[config.mk]
export PLATFORM = sky130hd
export DESIGN_NAME = ata_multiread_and_native_max
export DESIGN_NICKNAME = d
export VERILOG_FILES = /design/src/ata_rd_pkg.sv /design/src/byte_pair_reg.sv /design/src/ata_multiread_and_native_max.sv
export SDC_FILE = /design/constraint.sdc
export NUM_CORES = 1
export LEC_CHECK = 0
export BUFFER_PORTS_ARGS = -buffer_cell sky130_fd_sc_hd__buf_2
export CORE_AREA = 2 2 206 208
export CTS_CLUSTER_SIZE = 10
export DETAILED_ROUTE_END_ITERATION = 8
export DIE_AREA = 0 0 208 210
export GPL_TIMING_DRIVEN = 0
export PLACE_DENSITY = 0.66
export REMOVE_ABC_BUFFERS = 1
export SLEW_MARGIN = 25
export SYNTH_ARGS = -nofsm -noshare
export SYNTH_HDL_FRONTEND = slang
export SYNTH_SLANG_ARGS = --single-unit
[constraint.sdc]
create_clock -name clock -period 2.65 [get_ports clock]
set_input_delay 0.3975 -clock clock [delete_from_list [all_inputs] [get_ports clock]]
set_output_delay 0.3975 -clock clock [all_outputs]
set_load 0.005 [all_outputs]
[src/ata_rd_pkg.sv]
// Constants, field layouts and carriers for the ATA read command block.
// Assumes an APB slave with 32-bit data and a word-wide media stream.
package ata_rd_pkg;
  // ----------------------------------------------------------
  // Register byte offsets
  // ----------------------------------------------------------
  localparam logic [7:0] OFF_DATA = 8'h00;
  localparam logic [7:0] OFF_ERROR = 8'h04;
  localparam logic [7:0] OFF_SECT_CNT = 8'h08;
  localparam logic [7:0] OFF_SECT_NUM = 8'h0c;
  localparam logic [7:0] OFF_CYL_LOW = 8'h10;
  localparam logic [7:0] OFF_CYL_HIGH = 8'h14;
  localparam logic [7:0] OFF_DEVICE = 8'h18;
  localparam logic [7:0] OFF_CMD_STATUS = 8'h1c;
  localparam logic [7:0] OFF_CONTROL = 8'h20;
  localparam logic [7:0] OFF_MULTIPLE = 8'h24;
  localparam logic [7:0] OFF_IRQ_STATUS = 8'h28;
  localparam logic [7:0] OFF_IRQ_MASK = 8'h2c;
  // ----------------------------------------------------------
  // Opcodes and field positions
  // ----------------------------------------------------------
  localparam logic [7:0] OP_READ_MULTI_EXT = 8'h29;
  localparam logic [7:0] OP_READ_NATIVE_MAX = 8'hf8;
  localparam int ST_BSY = 7;
  localparam int ST_RDY = 6;
  localparam int ST_DSC = 4;
  localparam int ST_DRQ = 3;
  localparam int ST_ERR = 0;
  localparam int ER_UNC = 6;
  localparam int ER_IDN = 4;
  localparam int ER_ABT = 2;
  localparam int CTL_HIGH_SEL = 7;
  localparam int DEV_LBA = 6;
  localparam int IRQ_BLOCK = 0;
  localparam int IRQ_DONE = 1;
  localparam int IRQ_ERROR = 2;
  localparam logic [27:0] LBA28_MAX = 28'hfffffff;
  localparam logic [7:0] WORDS_PER_SECTOR_M1 = 8'hff;
  localparam logic [7:0] RESET_BYTE = 8'h00;
  localparam logic [2:0] RESET_IRQ = 3'h0;
  // ----------------------------------------------------------
  // Types
  // ----------------------------------------------------------
  typedef struct packed {
    logic [7:0] prev;
    logic [7:0] cur;
  } byte_pair_t;

  typedef enum logic [1:0] {
    S_IDLE = 2'b00,
    S_START = 2'b01,
    S_XFER = 2'b10
  } cmd_state_t;

  typedef struct packed {
    logic valid;
    logic [15:0] word;
    logic err;
  } media_in_t;

  typedef struct packed {
    cmd_state_t st;
    logic [7:0] device;
    logic [7:0] control;
    logic [7:0] multiple;
    logic [7:0] error;
    logic err_bit;
    logic [47:0] result;
    logic [3:0] head;
    logic [47:0] lba;
    logic [16:0] remain;
    logic [7:0] blk_cnt;
    logic [7:0] word_cnt;
    logic [15:0] word;
    logic word_full;
    logic start;
    logic [47:0] media_lba;
    logic [2:0] irq_status;
    logic [2:0] irq_mask;
    logic [31:0] rdata;
  } ctl_state_t;
endpackage

[src/byte_pair_reg.sv]
// Two-deep byte register: a write pushes the current byte to previous.
// Assumes writes arrive as single-cycle strobes on the same clock.
`timescale 1ns/100ps
module byte_pair_reg (
  input wire logic clock,
  input wire logic reset_n,
  input wire logic wr_en,
  input wire logic [7:0] wr_byte,
  output ata_rd_pkg::byte_pair_t pair
);
  import ata_rd_pkg::*;

  byte_pair_t q, d;

  always_comb begin
    d = q;
    if (wr_en) begin
      d.prev = q.cur;
      d.cur = wr_byte;
    end
  end

  always_ff @(posedge clock or negedge reset_n) begin
    if (!reset_n) begin
      q <= '0;
    end else begin
      q <= d;
    end
  end

  assign pair = q;
endmodule

[src/ata_multiread_and_native_max.sv]
// Command interpreter for the extended multi-sector read and the
// native max address query, with an APB register face.
// Assumes the media engine streams 16-bit words on this clock.
//
// The APB register port and the register addresses were chosen for this implementation.
`timescale 1ns/100ps
module ata_multiread_and_native_max (
  input wire logic clock,
  input wire logic reset_n,
  input wire logic psel,
  input wire logic penable,
  input wire logic pwrite,
  input wire logic [7:0] paddr,
  input wire logic [31:0] pwdata,
  output logic [31:0] prdata,
  output logic pready,
  output logic pslverr,
  input wire logic [47:0] native_max_lba,
  input wire logic [15:0] max_cylinder,
  input wire logic [3:0] max_head,
  input wire logic [7:0] max_sector,
  output logic media_start,
  output logic [47:0] media_lba,
  input ata_rd_pkg::media_in_t media_in,
  output logic media_ready,
  output logic irq
);
  import ata_rd_pkg::*;

  // ----------------------------------------------------------
  // Decode helpers
  // ----------------------------------------------------------
  function automatic logic mapped(input logic [7:0] a);
    mapped = (a[1:0] == 2'b00) && (a <= OFF_IRQ_MASK);
  endfunction

  function automatic logic [7:0] hsel_byte(input logic [47:0] v,
                                            input int idx,
                                            input logic hsel);
    logic [7:0] lo;
    logic [7:0] hi;
    lo = v[idx*8 +: 8];
    hi = v[idx*8 + 24 +: 8];
    hsel_byte = hsel ? hi : lo;
  endfunction

  ctl_state_t q, d;
  byte_pair_t pairs [4];
  logic [3:0] pair_wr;
  logic wr_acc, rd_acc, setup;
  logic [15:0] count16;
  logic [47:0] start_lba;
  logic [47:0] clamped;
  logic sector_end, last_sector, block_end;
  logic [2:0] irq_set;
  logic [7:0] status;
  logic hsel;

  assign setup = psel && !penable;
  assign wr_acc = psel && penable && pwrite;
  assign rd_acc = psel && penable && !pwrite;
  assign hsel = q.control[CTL_HIGH_SEL];

  // ----------------------------------------------------------
  // Shadow register pairs: count, sector, cyl low, cyl high
  // ----------------------------------------------------------
  genvar gi;
  generate
    for (gi = 0; gi < 4; gi++) begin : g_pair
      // Previous byte only holds the upper part if written first
      assign pair_wr[gi] = wr_acc &&
        (paddr == OFF_SECT_CNT + 8'(gi * 4));
      byte_pair_reg u_pair (
        .clock(clock),
        .reset_n(reset_n),
        .wr_en(pair_wr[gi]),
        .wr_byte(pwdata[7:0]),
        .pair(pairs[gi])
      );
    end
  endgenerate

  assign count16 = {pairs[0].prev, pairs[0].cur};
  assign start_lba = {pairs[3].prev, pairs[2].prev, pairs[1].prev,
                      pairs[3].cur, pairs[2].cur, pairs[1].cur};
  // Anything past 28 bits reads as the largest 28-bit address
  assign clamped = (native_max_lba > {20'h00000, LBA28_MAX}) ?
    {20'h00000, LBA28_MAX} : native_max_lba;

  // ----------------------------------------------------------
  // Transfer bookkeeping
  // ----------------------------------------------------------
  assign media_ready = (q.st == S_XFER) && !q.word_full;
  assign sector_end = media_ready && media_in.valid &&
    (q.word_cnt == WORDS_PER_SECTOR_M1);
  assign last_sector = (q.remain == 17'h00001);
  // A short final block still ends with its own interrupt
  assign block_end = sector_end &&
    ((q.blk_cnt == q.multiple - 8'h01) || last_sector);

  assign status = {(q.st != S_IDLE) && !q.word_full, 1'b1, 1'b0, 1'b1,
                   q.word_full, 2'b00, q.err_bit};

  always_comb begin
    logic [7:0] cmd;
    logic [2:0] clr;
    d = q;
    cmd = pwdata[7:0];
    clr = 3'h0;
    irq_set = 3'h0;
    d.start = 1'b0;

    // --------------------------------------------------------
    // Register writes
    // --------------------------------------------------------
    if (wr_acc) begin
      case (paddr)
        OFF_DEVICE: begin
          d.device = pwdata[7:0];
        end
        OFF_CONTROL: begin
          d.control = pwdata[7:0];
        end
        OFF_MULTIPLE: begin
          d.multiple = pwdata[7:0];
        end
        OFF_IRQ_STATUS: begin
          clr = pwdata[2:0];
        end
        OFF_IRQ_MASK: begin
          d.irq_mask = pwdata[2:0];
        end
        default: begin
        end
      endcase
    end

    // --------------------------------------------------------
    // Command issue, only taken while idle
    // --------------------------------------------------------
    if (wr_acc && paddr == OFF_CMD_STATUS && q.st == S_IDLE) begin
      d.error = 8'h00;
      d.err_bit = 1'b0;
      if (cmd == OP_READ_MULTI_EXT && q.multiple != 8'h00) begin
        d.st = S_START;
        d.lba = start_lba;
        d.remain = {count16 == 16'h0000, count16};
        d.blk_cnt = 8'h00;
        d.result = start_lba;
      end else if (cmd == OP_READ_NATIVE_MAX) begin
        // The reduced maximum is never consulted here
        if (q.device[DEV_LBA]) begin
          d.result = clamped;
          d.head = clamped[27:24];
        end else begin
          d.result = {24'h000000, max_cylinder, max_sector};
          d.head = max_head;
        end
        irq_set[IRQ_DONE] = 1'b1;
      end else begin
        // Block size unset or opcode unknown: abort
        d.error[ER_ABT] = 1'b1;
        d.err_bit = 1'b1;
        irq_set[IRQ_ERROR] = 1'b1;
      end
    end

    // --------------------------------------------------------
    // Sector sequencing
    // --------------------------------------------------------
    case (q.st)
      S_IDLE: begin
      end
      S_START: begin
        d.start = 1'b1;
        d.media_lba = q.lba;
        d.word_cnt = 8'h00;
        d.st = S_XFER;
      end
      S_XFER: begin
        if (media_in.err) begin
          // Stop here; the failing address stays readable
          d.result = q.lba;
          d.error[ER_UNC] = 1'b1;
          d.err_bit = 1'b1;
          irq_set[IRQ_ERROR] = 1'b1;
          d.st = S_IDLE;
        end else if (media_ready && media_in.valid) begin
          d.word = media_in.word;
          d.word_full = 1'b1;
          d.word_cnt = q.word_cnt + 8'h01;
          if (sector_end) begin
            d.lba = q.lba + 48'h1;
            d.result = q.lba;
            d.remain = q.remain - 17'h00001;
            d.blk_cnt = block_end ? 8'h00 : q.blk_cnt + 8'h01;
            irq_set[IRQ_BLOCK] = block_end;
            irq_set[IRQ_DONE] = last_sector;
            d.st = last_sector ? S_IDLE : S_START;
          end
        end
      end
      default: begin
        d.st = S_IDLE;
      end
    endcase

    // Host read of the data port frees the word holder
    if (rd_acc && paddr == OFF_DATA) begin
      d.word_full = 1'b0;
    end

    // --------------------------------------------------------
    // Read data, captured in the setup phase
    // --------------------------------------------------------
    if (setup) begin
      case (paddr)
        OFF_DATA: d.rdata = {16'h0000, q.word};
        OFF_ERROR: d.rdata = {24'h000000, q.error};
        OFF_SECT_CNT: begin
          d.rdata = {24'h000000, hsel ? q.remain[15:8] : q.remain[7:0]};
        end
        OFF_SECT_NUM: d.rdata = {24'h000000, hsel_byte(q.result, 0, hsel)};
        OFF_CYL_LOW: d.rdata = {24'h000000, hsel_byte(q.result, 1, hsel)};
        OFF_CYL_HIGH: d.rdata = {24'h000000, hsel_byte(q.result, 2, hsel)};
        OFF_DEVICE: d.rdata = {24'h000000, q.device[7:4], q.head};
        OFF_CMD_STATUS: d.rdata = {24'h000000, status};
        OFF_CONTROL: d.rdata = {24'h000000, q.control};
        OFF_MULTIPLE: d.rdata = {24'h000000, q.multiple};
        OFF_IRQ_STATUS: d.rdata = {29'h00000000, q.irq_status};
        OFF_IRQ_MASK: d.rdata = {29'h00000000, q.irq_mask};
        default: d.rdata = 32'h00000000;
      endcase
    end

    // A new event beats a clear in the same cycle
    d.irq_status = (q.irq_status & ~clr) | irq_set;
  end

  always_ff @(posedge clock or negedge reset_n) begin
    if (!reset_n) begin
      q <= '0;
      q.st <= S_IDLE;
      q.control <= RESET_BYTE;
      q.irq_mask <= RESET_IRQ;
    end else begin
      q <= d;
    end
  end

  // ----------------------------------------------------------
  // Outputs
  // ----------------------------------------------------------
  assign prdata = q.rdata;
  assign pready = 1'b1;
  assign pslverr = psel && penable && !mapped(paddr);
  assign media_start = q.start;
  assign media_lba = q.media_lba;
  assign irq = |(q.irq_status & q.irq_mask);
endmodule

After elaboration in Yosys (flattened, before gate mapping). Cells that the tools add are included.

Equal/unequal tests: 21. Magnitude comparators: 2. Add/subtract/negate cells: 5. Reduce and logical (&&, ||, !) cells: 42. Bitwise logic cells: 6. Muxes and demuxes: 47.

Operators by type and width (number): 48-bit 2-to-1 mux (5); 73-bit 2-to-1 mux (3); 98-bit 2-to-1 mux (2); 16-bit one-hot mux with 12 select lines (1); 133-bit 2-to-1 mux (1); 52-bit 2-to-1 mux (2); 49-bit 2-to-1 mux (2); 48-bit by 1-bit adder with 48-bit output (second input constant) (1); 48-bit by 28-bit greater-than comparator with 1-bit output (second input constant) (1); 8-bit by 6-bit equality test with 1-bit output (second input constant) (5); 8-bit 2-to-1 mux (5); 8-bit by 5-bit equality test with 1-bit output (second input constant) (4); 2-bit 2-to-1 mux (10); 1-bit logical AND (19); 17-bit by 1-bit equality test with 1-bit output (second input constant) (1); 17-bit by 1-bit subtractor with 17-bit output (second input constant) (1); 8-bit by 1-bit adder with 8-bit output (second input constant) (2); 8-bit by 4-bit equality test with 1-bit output (second input constant) (2); 8-bit equality test (second input constant) (2); 16-bit zero test (1); 8-bit one-hot mux with 2 select lines (1); 3-bit AND reduction (4); 1-bit 2-to-1 mux (10); 3-bit 2-to-1 mux (3); 22 further kinds (35).

Flip-flop bits (word level): 330. Input bits: 139. Output and inout port bits: 85.

Logic depth before layout (Yosys ltp). Gate-level depths: netlist of run 1.

Word-level depth: 11. Mapped depth: 10. Depth with buffers taken out: 8.

By module. A second synthesis of run 1 with hierarchy kept.

Cells, all modules: 1762. Area, all modules: 16445.8 µm².

By module, submodules not included: ata_multiread_and_native_max (cells each 1626, area an instance 13848.3 µm², instances 1, sequential area each 6155.9 µm²); byte_pair_reg (cells each 34, area an instance 649.4 µm², instances 4, sequential area each 400.4 µm²).

Worst setup path after synthesis of run 1. Ideal clock, no wire load.

Path kind: input to register. Start: in paddr[5]. End: reg q[214] in the netlist's numbering. Buffers on the path: 2. Setup slack: 0.268 ns. Cell stages on the path: 8. Arrival time: 2.257 ns. Cells stage by stage: or4b_1 -> buf_2 -> nor4_4 -> nand2_1 -> clkbuf_1 -> a21oi_1 -> o22ai_1 -> mux2_2.

RTL lines: start, declared (line ata_multiread_and_native_max.sv:13) `input wire logic [7:0] paddr,`; end, declared (line ata_multiread_and_native_max.sv:47) `ctl_state_t q, d;`.

==> impl_metrics.tcl, run 1 <==
set metrics [dict create \
    status "finished clean" \
    relSlewSlack_pct 34.3 \
    reg2regPathDepth 8 \
    ant_nets 0 \
    preCtsSetupSlack_ps -1940 \
    grt_antenna_before_repair 2 \
    syn_avg_cell_area_um2 9.12 \
    hpwlAfterDp_mm 37.2 \
    critical_path.cell_chain "or2_2 -> nor4_4 -> buf_4 -> nand3_4 -> buf_16 -> nand2_8 -> a21oi_1 -> a311oi_1" \
    clock-sinks 310 \
    placed_cell_area_um2 17300 \
    synth_xor_xnor_area_share_pct 0.751 \
    io_buffer_count 182 \
    worst_skew_pair.late_latency_ps 540 \
    vdd_ir_max_mv 0.418 \
    syn_area_um2 16300 \
    std_cell_rows 75 \
    adder_cell_share_of_the_synthesized_area_pct 0.460 \
    drcViolationCount 0 \
    global_route_wire_length_before_repair_mm 83.1 \
    min_path_cells 3 \
    first_iter_violations 1672 \
    pwr_density_cell_nw_per_um2 552 \
    r2r_slack_ps 50 \
    number_of_global_route_vias_before_repair 13536 \
    post_drt_wl_per_cell_um 23.0 \
    hp-class "input pin to flop" \
    share_of_cells_above_drive_strength_1_pct 22.2 \
    gp_routability_congestion 0.932 \
    ys_seq_area_share_pct 47.5 \
    detailroute.wirelength.met2_mm 25.4 \
    layout.cells.most_common "sky130_fd_sc_hd__nand2_1" \
    highest_count_cells_in_the_layout_ignoring_fill_and_taps "335 x sky130_fd_sc_hd__nand2_1, 307 x sky130_fd_sc_hd__dfrtp_1, 181 x sky130_fd_sc_hd__buf_2, 153 x sky130_fd_sc_hd__nor2_1, 87 x sky130_fd_sc_hd__mux2_2" \
    grt_overflow_total 0 \
    leakage_nw 8.86 \
    crit_path_largest_cell_delay_ps 460 \
    final_nets 2016 \
    clockRootBuffer "sky130_fd_sc_hd__clkbuf_16" \
    final_wirelength_mm 55.9 \
    finalSetupViolCount 0 \
    synthSimpleGateAreaFrac_pct 21.9 \
    filler_cell_count 4012 \
    met3_length_mm 4.97 \
    top_layer_used "met4" \
    yosys-mux-area-fraction_pct 7.64 \
    tritoncts_clock_tree "built" \
    gr-usage-all-layers_pct 24.6 \
    synth_top_family_by_area "simple AND/OR/NAND/NOR gates" \
    postLayoutCellArea_um2 18800 \
    synth_seq_cells 310 \
    critical-path-slowest-cell "sky130_fd_sc_hd__dfrtp_1" \
    arrival_ps 3020 \
    synth-async-reset-ratio_pct 100 \
    endpoint_of_the_most_critical_register_to_register_path "q[125]" \
    max_slew.worst_pin.slew_ps 984 \
    hold_ws_ps 48.5 \
    vias_per_cell 5.94 \
    die_x_um 208 \
    h-tree-depth 2 \
    setup.worst_path.start_class "flop" \
    synth_largest_area_cell "sky130_fd_sc_hd__dfrtp_1" \
    fin_worst_skew_ps 17.7 \
    cp.buffers_inverters 2 \
    min_to "q[90]" \
    synth.top_cells.by_area "sky130_fd_sc_hd__dfrtp_1 47%, sky130_fd_sc_hd__nand2_1 7.7%, sky130_fd_sc_hd__mux2_2 6.0%" \
    ys_types 76 \
    report.final.slew_viol_count 0 \
    fin_crit_ps 2600 \
    synth_compound_gate_area_share_pct 14.4 \
    post-route-period-util_pct 97.9 \
    post_route_setup_slack_ps 54.7 \
    tns_ps 0 \
    die_height_um 210 \
    grt_start_max_net_pins 85 \
    cap_viol_max_count 0 \
    finalHoldViolations 0 \
    total_die_area_um2 43700 \
    area_growth_pct 15.2 \
    power_mw 10.4 \
    timing.critical_path.to_type "flop" \
    rsz0062_at_grt "yes" \
    overall_via_count_from_detail_route 14387 \
    cts-root-to-sink-buffers 3 \
    worst_path_dominant_cell_family "simple AND/OR/NAND/NOR gates" \
    worst_ep_required_time_ps 3070 \
    drt_pass1_iterations 5 \
    yosys_warnings 0 \
    min_from "media_in[3]" \
    numCtsBuffers 38 \
    synth_largest_type_area_fraction_pct 47.5 \
    synth-edff-count 0 \
    ys_dominant_reg_cell "sky130_fd_sc_hd__dfrtp_1" \
    path_clk_slew_ps 60 \
    critical_path.reg2reg.startpoint "q[270]" \
    detail_route.wirelength.met1_mm 23.6 \
    path_class "flop to flop" \
    post_synth_inst_count 1791 \
    i_o_pin_total 224 \
    worstPathMaxFanout 50 \
    highest_clock_rate_ghz 0.385 \
    effective_utilization_at_floorplan_pct 39.4 \
    floorplan_core_area_um2 41500 \
]
registers in the layout, indices dropped and copies added, names as in the netlist:
| signal | flops |
|---|---|
| media_start | 1 |
| hsel | 1 |
| prdata | 16 |
| media_lba | 48 |
| g_pair.u_pair.pair | 64 |
| q | 180 |
worst register-to-register path: cells and delay by family (launching register included):
| family | cells | cell delay [ps] |
|---|---|---|
| buffers and inverters | 2 | 410 |
| flip-flops | 1 | 460 |
| AO/OA/AOI/OAI | 2 | 430 |
| AND/OR/NAND/NOR | 4 | 1170 |
metal layers:
layer  global-route usage [%]  vias up
met1                     34.6     7062
met2                     38.7      755
met3                     3.90      122
li1                         -     6448
met5                        0        -
met4                     8.27        0
report_power, final:
part / switching, mW / internal, mW / total, mW
logic: 0.390 / 0.244 / 0.635
clock network: 2.01 / 2.71 / 4.73
registers: 0.146 / 4.88 / 5.03
what timing repair did:
item | in CTS | in global routing
endpoints found under the setup margin | 130 | 98
setup buffers | 8 | 6
gates resized for setup | 20 | 30
cloned | 5 | 2
pin swaps | 7 | 5
hold endpoints to repair | 75 | 0
hold buffers | 1 | 0
layout make-up:
class / instances / area [um^2] / share of cell area (%)
Sequential cell: 310 / 7760 / 41.3
Tap cell: 539 / 674 / 3.58
Timing Repair inverter: 1 / 7.51 / 0.0399
Antenna cell: 1 / 2.50 / 0.0133
Clock inverter: 5 / 43.8 / 0.233
Clock buffer: 48 / 1030 / 5.47
Inverter: 24 / 95.1 / 0.505
Multi-Input combinational cell: 1280 / 7780 / 41.3
Timing Repair Buffer: 216 / 1420 / 7.56
worst max path at each step:
stage                         from                       end  cells after the start
after detailed placement  paddr[2]                    q[114]                      8
after global routing        q[270]                    q[161]                      7
after global placement     reset_n  g_pair[0].u_pair.pair[4]                      1
after floorplan             q[104]                    q[189]                      5
final                       q[270]                    q[125]                      8
after CTS                   q[248]                    q[119]                      6
cells in the mapped netlist, drive strengths merged, types with 35 or more instances:
| cell | n |
|---|---|
| a21oi | 87 |
| a31oi | 56 |
| and3 | 37 |
| buf | 112 |
| clkbuf | 86 |
| dfrtp | 310 |
| mux2 | 87 |
| nand2 | 339 |
| nand3 | 56 |
| nor2 | 160 |
| o211ai | 35 |
| o21ai | 67 |
cell families after synthesis:
family | Yosys count
fa+ha+maj | 6
simple gates | 762
mux | 110
buf+inv | 222
other cells | 2
flops | 310
xor+xnor | 14
compound gates | 365
through the flow:
step,util [%],cells
2_1_floorplan,-,1608
3_3_place_gp,40.7,2329
3_5_place_dp,41.7,2348
4_1_cts,44.8,2415
5_1_grt,45.4,2423
6_report,45.4,2424
Power figures use the tool's default switching activity.
==> run 2, diff against run 1 <==
PLACE_DENSITY = not set   (was 0.66)
PLACE_DENSITY_LB_ADDON = 0.08   (was not set)
==> impl_metrics.tcl, run 2 (synthesis gave the netlist of run 1 again) <==
set metrics [dict create \
    finalSetupViolCount 0 \
    gr-usage-all-layers_pct 26.2 \
    fin_crit_ps 2570 \
    grt_start_max_net_pins 79 \
    std_cell_rows 75 \
    p_clk_share_pct 47.8 \
    cts-root-to-sink-buffers 3 \
    rsz0062_at_grt "yes" \
    power_mw 10.8 \
    min_path_cells 3 \
    filler_cell_count 4074 \
    min_from "media_in[14]" \
    gp_routability_congestion 0.945 \
    drcViolationCount 0 \
    timing.critical_path.to_type "flop" \
    grt_overflow_total 0 \
    min_to "q[101]" \
    drt_pass1_iterations 5 \
    clock-sinks 310 \
    worstPathMaxFanout 25 \
    die_x_um 208 \
    leakage_nw 9.05 \
    vdd_ir_max_mv 0.425 \
    path_clk_slew_ps 60 \
    hpwlAfterDp_mm 38.6 \
    floorplan_core_area_um2 41500 \
    worst_ep_required_time_ps 3140 \
    max_slew.worst_pin.slew_ps 1030 \
    post-route-period-util_pct 97.0 \
    critical_path.reg2reg.startpoint "q[87]" \
    register_with_the_most_flip_flops "q" \
    total_switching_power_mw 2.65 \
    global_route_wire_length_before_repair_mm 87.9 \
    cap_viol_max_count 0 \
    layout.cells.most_common "sky130_fd_sc_hd__nand2_1" \
    final_wirelength_mm 58.4 \
    p_int_mw 8.19 \
    numCtsBuffers 40 \
    number_of_global_route_vias_before_repair 13883 \
    endpoint_of_the_most_critical_register_to_register_path "q[174]" \
    pwr_density_cell_nw_per_um2 566 \
    r2r_slack_ps 80 \
    area_growth_pct 17.1 \
    i_o_pin_total 224 \
    fin_worst_skew_ps 20.7 \
    arrival_ps 3060 \
    ant_nets 0 \
    status "finished clean" \
    share_of_cells_above_drive_strength_1_pct 22.8 \
    reg2regPathDepth 8 \
    power.sequential.fraction_pct 46.3 \
    report.final.slew_viol_count 0 \
    path_class "flop to flop" \
    total_die_area_um2 43700 \
    grt_antenna_before_repair 3 \
    share_comb_of_total_power_pct 5.9 \
    io_buffer_count 182 \
    postLayoutCellArea_um2 19100 \
    worst_skew_pair.late_latency_ps 560 \
    relSlewSlack_pct 31.3 \
    cp.buffers_inverters 2 \
    clockRootBuffer "sky130_fd_sc_hd__clkbuf_16" \
    hold_ws_ps 34.9 \
    critical_path.cell_chain "nand4b_1 -> nor4_4 -> buf_12 -> nand2_8 -> buf_16 -> or3_4 -> or3_1 -> nand3_1" \
    vias_per_cell 5.85 \
    layoutNonFillerInstCount 2443 \
    finalHoldViolations 0 \
    setup.worst_path.start_class "flop" \
    largest_register_ff_count 180 \
    tns_ps 0 \
    highest_clock_rate_ghz 0.389 \
    placed_cell_area_um2 17400 \
    highest_count_cells_in_the_layout_ignoring_fill_and_taps "335 x sky130_fd_sc_hd__nand2_1, 304 x sky130_fd_sc_hd__dfrtp_1, 181 x sky130_fd_sc_hd__buf_2, 153 x sky130_fd_sc_hd__nor2_1, 87 x sky130_fd_sc_hd__mux2_2" \
    h-tree-depth 2 \
    tritoncts_clock_tree "built" \
    final_nets 2024 \
    overall_via_count_from_detail_route 14282 \
    hp-class "input pin to flop" \
    crit_path_largest_cell_delay_ps 480 \
    effective_utilization_at_floorplan_pct 39.4 \
    swShare_pct 24.4 \
    post_drt_wl_per_cell_um 23.9 \
    worst_path_dominant_cell_family "simple AND/OR/NAND/NOR gates" \
    first_iter_violations 1353 \
    placedCellCount 2350 \
    critical-path-slowest-cell "sky130_fd_sc_hd__or3_4" \
    die_height_um 210 \
]
-- run 2: cell count changes in the layout (fill, tap and decap cells not counted), moves of 3 or more --
| cell | before | now |
|---|---|---|
| sky130_fd_sc_hd__dfrtp_1 | 307 | 304 |
| sky130_fd_sc_hd__nor4_4 | 6 | 3 |
| sky130_fd_sc_hd__nor3_4 | 2 | 5 |
| sky130_fd_sc_hd__clkbuf_16 | 39 | 44 |
| sky130_fd_sc_hd__clkbuf_8 | 2 | 6 |
| sky130_fd_sc_hd__clkbuf_1 | 7 | 14 |
| sky130_fd_sc_hd__nor3_1 | 27 | 24 |
| sky130_fd_sc_hd__dfrtp_2 | 2 | 6 |
| sky130_fd_sc_hd__nor4_2 | 0 | 3 |
-- run 2: worst max-delay path by stage --
stage                     cells past startpoint           to  startpoint  slack (ps)
after CTS                                     8       q[174]       q[87]           4
after floorplan                               5       q[189]      q[104]       -2150
after global routing                          8       q[174]       q[87]          -9
final                                         8       q[174]       q[87]          80
after detailed placement                      8       q[114]    paddr[2]       -1600
after global placement                        1  media_start     reset_n       -5210
-- run 2: routing by layer --
metal  vias to the layer above  global-route usage [%]  share of wire (%)
li1                       6506                       -                  -
met1                      7142                    36.5                 44
met2                       532                    41.3                 47
met3                       102                    4.37                6.6
met4                         0                    9.44                2.8
met5                         -                       0                  0
-- run 2: layout make-up --
class	count	area (um^2)	share of cell area, %
well taps	539	674	3.53
multi-input cells	1280	7820	40.9
repair buffers	223	1560	8.13
clock inverters	4	35.0	0.183
clock buffers	62	1190	6.20
flip-flops and latches	310	7760	40.6
diodes	1	2.50	0.0131
inverters	24	91.3	0.477
-- run 2: repair_timing --
item	in CTS	in global routing
buffers inserted	8	9
hold endpoints to repair	46	0
endpoints found under the setup margin	145	69
cloned	5	3
hold buffers	1	0
pin swaps	6	4
resized for setup	28	21
-- run 2: through the flow --
stage / util [%] / worst slack, ps
floorplan: - / -2150
global placement: 40.7 / -5210
detailed placement: 41.9 / -1600
CTS: 45.5 / 4.45
global route: 46.1 / -9.32
finish: 46.1 / 79.3
-- run 2: worst register-to-register path: stages, from the launching register on --
cell and delay (ps):
sky130_fd_sc_hd__dfrtp_2 470, sky130_fd_sc_hd__nand4b_1 250, sky130_fd_sc_hd__nor4_4 290, sky130_fd_sc_hd__buf_12 190
sky130_fd_sc_hd__nand2_8 180, sky130_fd_sc_hd__buf_16 240, sky130_fd_sc_hd__or3_4 490, sky130_fd_sc_hd__or3_1 330
sky130_fd_sc_hd__nand3_1 90
-- run 2: power groups by stage --
stage,Sequential [mW],Clock [mW],Combinational [mW]
global route,5.02,5.47,0.711
floorplan,5.03,0,0.256
global placement,5.10,0,0.590
detailed placement,5.09,0,0.632
finish,5.02,5.18,0.637
CTS,5.01,5.30,0.643
==> run 3, diff against run 2 <==
CORE_AREA = 2 2 174 245   (was 2 2 206 208)
DIE_AREA = 0 0 176 247   (was 0 0 208 210)
==> impl_metrics.tcl, run 3 (synthesis gave the netlist of run 1 again) <==
set metrics [dict create \
    effective_utilization_at_floorplan_pct 39.3 \
    post-route-period-util_pct 96.9 \
    worst_skew_pair.late_latency_ps 530 \
    rsz0062_at_grt "yes" \
    ant_nets 0 \
    total_switching_power_mw 2.48 \
    io_buffer_count 182 \
    clockRootBuffer "sky130_fd_sc_hd__clkbuf_16" \
    filler_cell_count 4104 \
    highest_clock_rate_ghz 0.389 \
    hpwlAfterDp_mm 39.6 \
    largest_register_ff_count 180 \
    global_route_wire_length_before_repair_mm 87.8 \
    std_cell_rows 89 \
    placedCellCount 2356 \
    pwr_density_cell_nw_per_um2 537 \
    path_clk_slew_ps 60 \
    finalHoldViolations 0 \
    share_of_cells_above_drive_strength_1_pct 22.5 \
    post_drt_wl_per_cell_um 24.2 \
    fin_crit_ps 2570 \
    gp_routability_congestion 0.877 \
    critical_path.cell_chain "or2_2 -> nor4_4 -> buf_4 -> nand3_2 -> nor2_1 -> o22ai_1 -> mux2_2" \
    floorplan_core_area_um2 41500 \
    register_with_the_most_flip_flops "q" \
    vdd_ir_max_mv 0.465 \
    timing.critical_path.to_type "flop" \
    cp.buffers_inverters 1 \
    antenna_cells 0 \
    gr-usage-all-layers_pct 27.0 \
    numCtsBuffers 37 \
    arrival_ps 2990 \
    clock-sinks 310 \
    h-tree-depth 2 \
    hp-class "input pin to flop" \
    vias_per_cell 5.78 \
    tritoncts_clock_tree "built" \
    cts-root-to-sink-buffers 3 \
    die_x_um 176 \
    power.sequential.fraction_pct 49.5 \
    status "finished clean" \
    share_comb_of_total_power_pct 6.4 \
    relSlewSlack_pct 33.9 \
    overall_via_count_from_detail_route 14057 \
    number_of_global_route_vias_before_repair 13903 \
    worst_path_dominant_cell_family "simple AND/OR/NAND/NOR gates" \
    critical-path-slowest-cell "sky130_fd_sc_hd__dfrtp_1" \
    i_o_pin_total 224 \
    final_core_util_pct 45.4 \
    area_growth_pct 15.5 \
    crit_path_largest_cell_delay_ps 460 \
    fin_worst_skew_ps 20.0 \
    die_height_um 247 \
    drcViolationCount 0 \
    p_clk_share_pct 44.1 \
    p_int_mw 7.65 \
    max_slew.worst_pin.slew_ps 990 \
    path_class "flop to flop" \
    final_wirelength_mm 59.0 \
    highest_count_cells_in_the_layout_ignoring_fill_and_taps "335 x sky130_fd_sc_hd__nand2_1, 305 x sky130_fd_sc_hd__dfrtp_1, 181 x sky130_fd_sc_hd__buf_2, 153 x sky130_fd_sc_hd__nor2_1, 87 x sky130_fd_sc_hd__mux2_2" \
    grt_overflow_total 0 \
    layoutNonFillerInstCount 2434 \
    cap_viol_max_count 0 \
    final_nets 2023 \
    grt_antenna_before_repair 2 \
    finalSetupViolCount 0 \
    setup.worst_path.start_class "flop" \
    report.final.slew_viol_count 0 \
    worst_ep_required_time_ps 3070 \
    first_iter_violations 900 \
    layout.cells.most_common "sky130_fd_sc_hd__nand2_1" \
    total_die_area_um2 43500 \
    swShare_pct 24.5 \
    leakage_nw 8.91 \
    drt_pass1_iterations 5 \
    grt_start_max_net_pins 86 \
    worstPathMaxFanout 8 \
]
-- run 3: cell types whose count changed in the layout (fill, tap and decap cells not counted), moves of 2 or more --
cell / delta
sky130_fd_sc_hd__clkbuf_16: -7
sky130_fd_sc_hd__clkbuf_8: -6
sky130_fd_sc_hd__clkbuf_1: -5
sky130_fd_sc_hd__and3_2: +2
sky130_fd_sc_hd__buf_12: +2
sky130_fd_sc_hd__nand3_2: +2
sky130_fd_sc_hd__nor3_1: +2
-- run 3: layout make-up --
class	instances	area [um^2]	share of cell area, %
repair buffers	224	1550	8.23
clock inverters	3	22.5	0.119
multi-input cells	1281	7800	41.3
inverters	24	91.3	0.484
flip-flops and latches	310	7760	41.1
clock buffers	46	960	5.09
well taps	546	683	3.62
-- run 3: what timing repair did --
item	CTS	global route
setup buffers	16	5
setup endpoints to repair	131	44
hold buffers	1	0
resized for setup	23	20
gates cloned	6	1
endpoints found under the hold margin	37	0
pin swaps	8	6
-- run 3: routing by layer --
layer  up-vias  wire, um  GRT usage (%)
li1       6459         -              -
met1      6997     24100           33.6
met2       476     29600           46.8
met3       125      2470           3.03
met4         0      2790           12.5
met5         -         0              0
-- run 3: per-stage QoR --
stage                     worst slack (ps)   TNS, ps  power (mW)  hold slack (ps)  cell area (um^2)
final                                 81.2         0        10.1             69.2             18900
after global routing                 -17.1     -31.9        10.5             59.4             18900
after CTS                             -195     -1340        10.2             51.1             18700
after detailed placement             -1480   -163170        5.73              307             17400
after global placement               -5260  -2249080        5.70              446             16900
after floorplan                      -2150   -169520        5.28              102             15300
-- run 3: worst register-to-register path, cell delays in order, from the launching register on --
cell,delay [ps]
sky130_fd_sc_hd__dfrtp_1,460
sky130_fd_sc_hd__or2_2,380
sky130_fd_sc_hd__nor4_4,280
sky130_fd_sc_hd__buf_4,240
sky130_fd_sc_hd__nand3_2,320
sky130_fd_sc_hd__nor2_1,370
sky130_fd_sc_hd__o22ai_1,130
sky130_fd_sc_hd__mux2_2,280
-- run 3: power by group through the flow --
stage | Clock, mW | Combinational (mW) | Sequential, mW
CTS | 4.58 | 0.648 | 5.01
global placement | 0 | 0.600 | 5.10
detailed placement | 0 | 0.637 | 5.10
global route | 4.76 | 0.711 | 5.02
finish | 4.47 | 0.647 | 5.02
floorplan | 0 | 0.256 | 5.03
-- run 3: final timing paths --
path	from	end	slack (ps)	depth (start not counted)
max	q[270]	q[214]	80	7
min	media_in[10]	q[97]	70	3
max reg2reg	q[270]	q[214]	80	7
min reg2reg	prdata[13]	prdata[13]	460	2
max in group asynchronous	reset_n	q[153]	820	5
min in group asynchronous	reset_n	g_pair[0].u_pair.pair[12]	350	2
